## src/hdl/dssl_pkg.sv

```systemverilog
// Constants and types shared by the stack limit checker and its address unit
package dssl_pkg;
  localparam int DATA_W = 16;
  localparam int PC_W = 23;
  localparam int SRL_W = 8;
  // Word step of the stack pointer
  localparam logic [15:0] WORD_STEP = 16'h0002;
  // Lowest legal stack address; below it lies register space
  localparam logic [15:0] STACK_FLOOR = 16'h0800;
  // Stack pointer value after reset
  localparam logic [15:0] SP_RST = 16'h0800;
  // Limit after reset: any value is legal, software must load it
  localparam logic [15:0] LIMIT_RST = 16'hfffe;
  // Default fixed start of the Y region in the combined space
  localparam logic [15:0] Y_BOUNDARY_DFLT = 16'h0900;
  localparam logic [15:0] ADDR_ZERO = 16'h0000;
  localparam logic [7:0] BYTE_ZERO = 8'h00;
  // Push sequencer states
  typedef enum logic {
    ST_IDLE = 1'b0,
    ST_PC_HI = 1'b1
  } dssl_push_st_t;
  // Kind of word pushed
  typedef enum logic [1:0] {
    PK_DATA = 2'b00,
    PK_CALL = 2'b01,
    PK_EXC = 2'b10
  } dssl_push_kind_t;
endpackage

```

## src/hdl/dssl_agu_if.sv

```systemverilog
// Request and result wires between the checker and its address unit
`timescale 1ns/1ps
`default_nettype none
interface dssl_agu_if;
  logic x_req;
  logic x_wr;
  logic [15:0] x_base;
  logic [15:0] x_step;
  logic x_mod;
  logic x_brev;
  logic y_req;
  logic [15:0] y_base;
  logic [15:0] y_step;
  logic y_mod;
  logic dsp;
  logic [15:0] mod_start;
  logic [15:0] mod_end;
  logic [15:0] brev_step;
  logic [15:0] x_ea;
  logic [15:0] y_ea;
  logic y_go;
  modport ctl (
    output x_req, x_wr, x_base, x_step, x_mod, x_brev,
    output y_req, y_base, y_step, y_mod, dsp,
    output mod_start, mod_end, brev_step,
    input x_ea, y_ea, y_go
  );
  modport agu (
    input x_req, x_wr, x_base, x_step, x_mod, x_brev,
    input y_req, y_base, y_step, y_mod, dsp,
    input mod_start, mod_end, brev_step,
    output x_ea, y_ea, y_go
  );
endinterface
`default_nettype wire

```

## src/hdl/dssl_agu.sv

```systemverilog
// Combinational X and Y effective address generation
`timescale 1ns/1ps
`default_nettype none
module dssl_agu #(
  parameter logic [15:0] Y_BOUNDARY = dssl_pkg::Y_BOUNDARY_DFLT
) (
  dssl_agu_if.agu bus
);
  import dssl_pkg::*;

  // Mirror the bits of a word for reverse-carry addition
  function automatic logic [15:0] mirror(input logic [15:0] v);
    logic [15:0] r;
    r = ADDR_ZERO;
    for (int i = 0; i < 16; i++) begin
      r[i] = v[15 - i];
    end
    return r;
  endfunction

  wire [15:0] x_sum = bus.x_base + bus.x_step;
  wire [15:0] y_sum = bus.y_base + bus.y_step;
  wire x_fwd = ~bus.x_step[15];
  wire y_fwd = ~bus.y_step[15];
  // Modulo wrap at the buffer ends, both regions
  wire x_wrap_hi = bus.x_mod & x_fwd & (bus.x_base == bus.mod_end);
  wire x_wrap_lo = bus.x_mod & ~x_fwd & (bus.x_base == bus.mod_start);
  wire y_wrap_hi = bus.y_mod & y_fwd & (bus.y_base == bus.mod_end);
  wire y_wrap_lo = bus.y_mod & ~y_fwd & (bus.y_base == bus.mod_start);
  wire [15:0] x_mod_ea = x_wrap_hi ? bus.mod_start :
                         (x_wrap_lo ? bus.mod_end : x_sum);
  // Bit-reversed stepping only on writes into X
  wire brev_on = bus.x_brev & bus.x_wr;
  wire [15:0] rev_sum = mirror(bus.x_base) + mirror(bus.brev_step);
  wire [15:0] x_brev_ea = mirror(rev_sum);

  assign bus.x_ea = brev_on ? x_brev_ea : x_mod_ea;
  assign bus.y_ea = y_wrap_hi ? bus.mod_start :
                    (y_wrap_lo ? bus.mod_end : y_sum);
  // Second read path only for the dual operand class, inside fixed Y
  assign bus.y_go = bus.y_req & bus.dsp & (bus.y_ea >= Y_BOUNDARY);
endmodule
`default_nettype wire

```

## src/flat_wrapper.sv

```systemverilog
// flat-port wrapper written by rule: the top's interface ports become plain ports
module dssl_agu_flat import dssl_pkg::*;
#(
  parameter logic [15:0] Y_BOUNDARY = dssl_pkg::Y_BOUNDARY_DFLT
)
  (bus_x_req, bus_x_wr, bus_x_base, bus_x_step, bus_x_mod, bus_x_brev, bus_y_req, bus_y_base, bus_y_step, bus_y_mod, bus_dsp, bus_mod_start, bus_mod_end, bus_brev_step, bus_x_ea, bus_y_ea, bus_y_go);
  dssl_agu_if bus_i ();
  input wire logic [$bits(bus_i.x_req)-1:0] bus_x_req;
  input wire logic [$bits(bus_i.x_wr)-1:0] bus_x_wr;
  input wire logic [$bits(bus_i.x_base)-1:0] bus_x_base;
  input wire logic [$bits(bus_i.x_step)-1:0] bus_x_step;
  input wire logic [$bits(bus_i.x_mod)-1:0] bus_x_mod;
  input wire logic [$bits(bus_i.x_brev)-1:0] bus_x_brev;
  input wire logic [$bits(bus_i.y_req)-1:0] bus_y_req;
  input wire logic [$bits(bus_i.y_base)-1:0] bus_y_base;
  input wire logic [$bits(bus_i.y_step)-1:0] bus_y_step;
  input wire logic [$bits(bus_i.y_mod)-1:0] bus_y_mod;
  input wire logic [$bits(bus_i.dsp)-1:0] bus_dsp;
  input wire logic [$bits(bus_i.mod_start)-1:0] bus_mod_start;
  input wire logic [$bits(bus_i.mod_end)-1:0] bus_mod_end;
  input wire logic [$bits(bus_i.brev_step)-1:0] bus_brev_step;
  output wire logic [$bits(bus_i.x_ea)-1:0] bus_x_ea;
  output wire logic [$bits(bus_i.y_ea)-1:0] bus_y_ea;
  output wire logic [$bits(bus_i.y_go)-1:0] bus_y_go;
  assign bus_i.x_req = bus_x_req;
  assign bus_i.x_wr = bus_x_wr;
  assign bus_i.x_base = bus_x_base;
  assign bus_i.x_step = bus_x_step;
  assign bus_i.x_mod = bus_x_mod;
  assign bus_i.x_brev = bus_x_brev;
  assign bus_i.y_req = bus_y_req;
  assign bus_i.y_base = bus_y_base;
  assign bus_i.y_step = bus_y_step;
  assign bus_i.y_mod = bus_y_mod;
  assign bus_i.dsp = bus_dsp;
  assign bus_i.mod_start = bus_mod_start;
  assign bus_i.mod_end = bus_mod_end;
  assign bus_i.brev_step = bus_brev_step;
  assign bus_x_ea = bus_i.x_ea;
  assign bus_y_ea = bus_i.y_ea;
  assign bus_y_go = bus_i.y_go;
  dssl_agu #(.Y_BOUNDARY(Y_BOUNDARY)) u_core (.bus(bus_i));
endmodule
```

## config.mk

```make
export PLATFORM = sky130hd
export DESIGN_NAME = dssl_agu_flat
export DESIGN_NICKNAME = d
export VERILOG_FILES = /design/src/hdl/dssl_pkg.sv /design/src/hdl/dssl_agu_if.sv /design/src/hdl/dssl_agu.sv /design/src/flat_wrapper.sv
export SDC_FILE = /design/constraint.sdc
export NUM_CORES = 1
export LEC_CHECK = 0
export ABC_AREA = 1
export BUFFER_PORTS_ARGS = -buffer_cell sky130_fd_sc_hd__buf_2
export CORE_AREA = 8 8 129 131
export DETAILED_ROUTE_END_ITERATION = 12
export DIE_AREA = 0 0 137 139
export PLACE_DENSITY_LB_ADDON = 0.15
export SYNTH_ARGS = -nofsm -noshare
export SYNTH_HDL_FRONTEND = slang
export SYNTH_SLANG_ARGS = --single-unit
```

## constraint.sdc

```tcl
create_clock -name vclk -period 2
set_input_delay 0.3 -clock vclk [all_inputs]
set_output_delay 0.3 -clock vclk [all_outputs]
set_load 0.05 [all_outputs]
```

After elaboration in Yosys (flattened, before gate mapping)
Cells that the tools add are included.
{"block": "word_totals", "ramBits": 0, "latchBits": 0, "inputBits": 119, "output_inout_bits": 33, "mem_count": 0, "mem_bits_ro": 0, "reg_bits": 0}
{"block": "op_classes", "muxes": 5, "n_shift": 0, "n_reduce_logical": 0, "eq_ne": 4, "n_addsub": 3, "order_cmp": 1, "multipliers": 0, "n_div": 0, "bitwise": 13}
{"operator": "$mux 16", "n": 5}
{"operator": "$eq 16x16->1", "n": 4}
{"operator": "$add 16x16->16", "n": 3}
{"operator": "$ge 16x12->1 const B", "n": 1}
{"operator": "$and 1x1->1", "n": 11}
{"operator": "$not 1->1", "n": 2}

Depth between registers and ports, before layout
{"block": "logic_depth", "word_depth": 6, "depth_mapped": 17, "mapped_depth_nobuf": 17}

Least setup slack after synthesis
No wires, ideal clock.
{"block": "synth_timing", "path_kind": "input to output", "from": "in bus_y_step[0]", "to": "out bus_y_go", "stages": 13, "path_slack_ns": -0.778, "arrival_ns": 2.478, "cell_sequence": "ha_1 > fa_1 > nand3_1 > nand3_1 > nand2_1 > nand2_1 > xor2_1 > nand2_1 > nand3_1 > nand2_1 > nand3_1 > nand2_1 > a21oi_1"}
{"block": "synth_via", "elab_chain_cells": 5}
{"element": "from (decl)", "line_no": "flat_wrapper.sv:16", "text": "input wire logic [$bits(bus_i.y_step)-1:0] bus_y_step;"}
{"element": "$add 16x16->16", "line_no": "dssl_agu.sv:22", "text": "wire [15:0] y_sum = bus.y_base + bus.y_step;"}
{"element": "$mux 16", "line_no": "dssl_agu.sv:39", "text": "(y_wrap_lo ? bus.mod_end : y_sum);"}
{"element": "$mux 16", "line_no": "dssl_agu.sv:38", "text": "assign bus.y_ea = y_wrap_hi ? bus.mod_start :"}
{"element": "$ge 16x12->1", "line_no": "dssl_agu.sv:41", "text": "assign bus.y_go = bus.y_req & bus.dsp & (bus.y_ea >= Y_BOUNDARY);"}
{"element": "$and 1x1->1", "line_no": "dssl_agu.sv:41"}
{"element": "to (decl)", "line_no": "flat_wrapper.sv:24", "text": "output wire logic [$bits(bus_i.y_go)-1:0] bus_y_go;"}
Every way passes these cells.

Worst setup path after layout
{"block": "layout_timing", "from": "in bus_brev_step[15]", "to": "out bus_x_ea[3]"}
{"block": "layout_via", "elab_chain_cells": 2}
{"element": "from (decl)", "line_no": "flat_wrapper.sv:21", "text": "input wire logic [$bits(bus_i.brev_step)-1:0] bus_brev_step;"}
{"element": "$add 16x16->16", "line_no": "dssl_agu.sv:34", "text": "wire [15:0] rev_sum = mirror(bus.x_base) + mirror(bus.brev_step);"}
{"element": "$mux 16", "line_no": "dssl_agu.sv:37", "text": "assign bus.x_ea = brev_on ? x_brev_ea : x_mod_ea;"}
{"element": "to (decl)", "line_no": "flat_wrapper.sv:22", "text": "output wire logic [$bits(bus_i.x_ea)-1:0] bus_x_ea;"}
Every way passes these cells.

==> flow_summary.toml <==
[logic_synthesis]
avgSynthCellArea_um2 = 5.02
synth_cell_types = 47
yosysWarnings = 0
synth_cells = 1001
yosysSeqAreaShare = 0
synth_nets = 1168
synth_area_um2 = 5020

[drt]
drt_iter0_markers = 381
via_per_inst = 5.14
avgRoutedWirePerCell_um = 17.7
wl_um = 29000
route.detailed.drc = 0
first_pass_iters = 5
postRouteAntennaNets = 0
num_vias = 8443

[place]
placedCellCount = 1588
port_buffers = 151
dp_hpwl_um = 21400
gp_congestion = 0.971

[final_layout]
final_cells = 1642
fillers = 1122
n_clock_buffer = 0
diodes = 0
area_growth_pct = 124
drive_gt1_frac = 0.611
seq_area_um2 = 0
seq_cells = 0
post-route-util = 0.761
nets = 1623

[floorplanning]
die_width_um = 137
core.rowCount = 45
die_y_um = 139
core-area_um2 = 14800
dieArea_um2 = 19000
io-pin-count = 152
start_util = 0.340

[global_route]
grtUsageTotal = 0.269
grt_overflow_total = 0
antenna_found_initial = 0
grt_pass1_vias = 8410
grt_max_degree = 18
grt_pass1_wl_um = 41400

[power_and_ir_drop]
vdd_ir_drop_max_uv = 286
powerDensity_nw_per_um2 = 350
power.leakage_uw = 0.00577

[sta]
maxSlewHeadroom = 0.661
period_needed_ns = 2.50
rsz0062_at_grt = "true"
setup_violations = 33
max_freq_mhz = 400
worst_slew_pin_slew_ns = 0.506
final_hold_viol_count = 0
fin_crit_sh = 1.25
worst_slack_ns = -0.503
maxSlewViolCount = 0

[hold_path]
hp-class = "input port to primary output"

[clocking]
cts-hold-fix-buffers = 0

[worst_setup_path]
critPathLaunchType = "input port"
crit_required_ns = 1.70
end_kind = "primary output"
cp_max_fo = 3
path_class = "input port to primary output"
critical_path_arrival_ns = 2.20

[outcome]
failed_checks = "setup timing"
status = "finished with violations"

[job]
cap_violations = 0
## stage by stage
| step | setup TNS, ns | setup WS (ns) | power (uW) | hold WS [ns] | cell area [um2] |
|---|---|---|---|---|---|
| 6_report | -9.83 | -0.503 | 3930 | 0.962 | 11200 |
| 5_1_grt | -12.80 | -0.610 | 4180 | 0.981 | 11200 |
| 4_1_cts | -8.39 | -0.511 | 3470 | 0.964 | 10100 |
| 3_5_place_dp | -14.84 | -0.661 | 2790 | 1.02 | 8260 |
| 3_3_place_gp | -14.63 | -0.649 | 2790 | 1.01 | 8260 |
| 2_1_floorplan | -0.827 | -0.226 | 1660 | 0.762 | 5380 |
## metal layers
layer  global-route usage  part of all wire  up-vias
li1                     -                 -     4155
met1                0.290              0.37     3926
met2                0.512              0.53      267
met3               0.0221             0.048       95
met4                0.115             0.054        0
met5                    0                 0        -
## Yosys cell counts, types with 8 or more instances
cell        n  share of area
nand2_2     8          0.010
inv_2      21          0.016
o211ai_1   13          0.019
nand2_1   346           0.26
nor2_1    122          0.091
xor2_1     19          0.033
xnor2_1    19          0.033
ha_1       45           0.11
a21oi_1    56          0.056
nand4_1    30          0.037
nand3_1    67          0.067
o21ai_0    35          0.035
inv_1     138           0.10
nor3_1     14          0.014
## logic make-up after synthesis
family          count (synthesis)  share of synthesized area
fa+ha+maj                      48                      0.124
xor+xnor                       38                     0.0663
simple gates                  621                      0.539
compound gates                126                      0.141
buf+inv                       168                      0.130
## worst max-delay path, stage by stage
cell and delay [ns]:
buf_6 0.08, ha_4 0.12, inv_2 0.04, fa_2 0.41, inv_2 0.06, nand3_2 0.06
nand3_2 0.08, inv_2 0.05, nor2_2 0.11, nor2_2 0.07, inv_2 0.07, nand2_2 0.07
nand3_2 0.09, nand2_4 0.07, o211ai_1 0.19, nand3_2 0.12, nand2_4 0.09, buf_8 0.14
## area by class of cell
type / instances / area, um2 / share of cell area
well taps: 188 / 235 / 0.0209
repair buffers: 458 / 3880 / 0.346
multi-input cells: 836 / 6470 / 0.576
inverters: 160 / 639 / 0.0569
## cell usage in the layout (no fill, tap or decap), types with 4 or more instances in the layout
| cell type | instances |
|---|---|
| a21oi_1 | 25 |
| a21oi_2 | 21 |
| a21oi_4 | 12 |
| buf_12 | 7 |
| buf_2 | 71 |
| buf_4 | 261 |
| buf_6 | 87 |
| buf_8 | 28 |
| clkbuf_4 | 4 |
| ha_1 | 11 |
| ha_4 | 34 |
| inv_1 | 101 |
| inv_2 | 45 |
| inv_4 | 10 |
| nand2_1 | 208 |
| nand2_2 | 103 |
| nand2_4 | 43 |
| nand3_1 | 22 |
| nand3_2 | 40 |
| nand3_4 | 13 |
| nand4_1 | 30 |
| nor2_1 | 81 |
| nor2_2 | 26 |
| nor2_4 | 18 |
| nor3_1 | 7 |
| nor3_2 | 4 |
| nor4_2 | 4 |
| o211ai_1 | 13 |
| o21ai_0 | 11 |
| o21ai_1 | 10 |
| o21ai_2 | 15 |
| o21ai_4 | 6 |
| o21bai_1 | 4 |
| xnor2_1 | 11 |
| xnor2_2 | 7 |
| xor2_1 | 14 |
| xor2_2 | 4 |
## final timing paths
check             cells past startpoint         startpoint     endpoint
setup / recovery                     18  bus_brev_step[15]  bus_x_ea[3]
hold / removal                        4            bus_dsp     bus_y_go
## report_power, final
group | switching, uW | internal (uW)
combinational | 2150 | 1780
sequential | 0 | 0
clock | 0 | 0
total | 2150 | 1780
## timing repair
action | CTS | global route
gates cloned | 4 | 0
gates resized for setup | 418 | 250
pin swaps | 148 | 144
buffers inserted | 29 | 30
endpoints found under the setup margin | 33 | 33
Note: power is estimated with default switching activity, not from simulation.
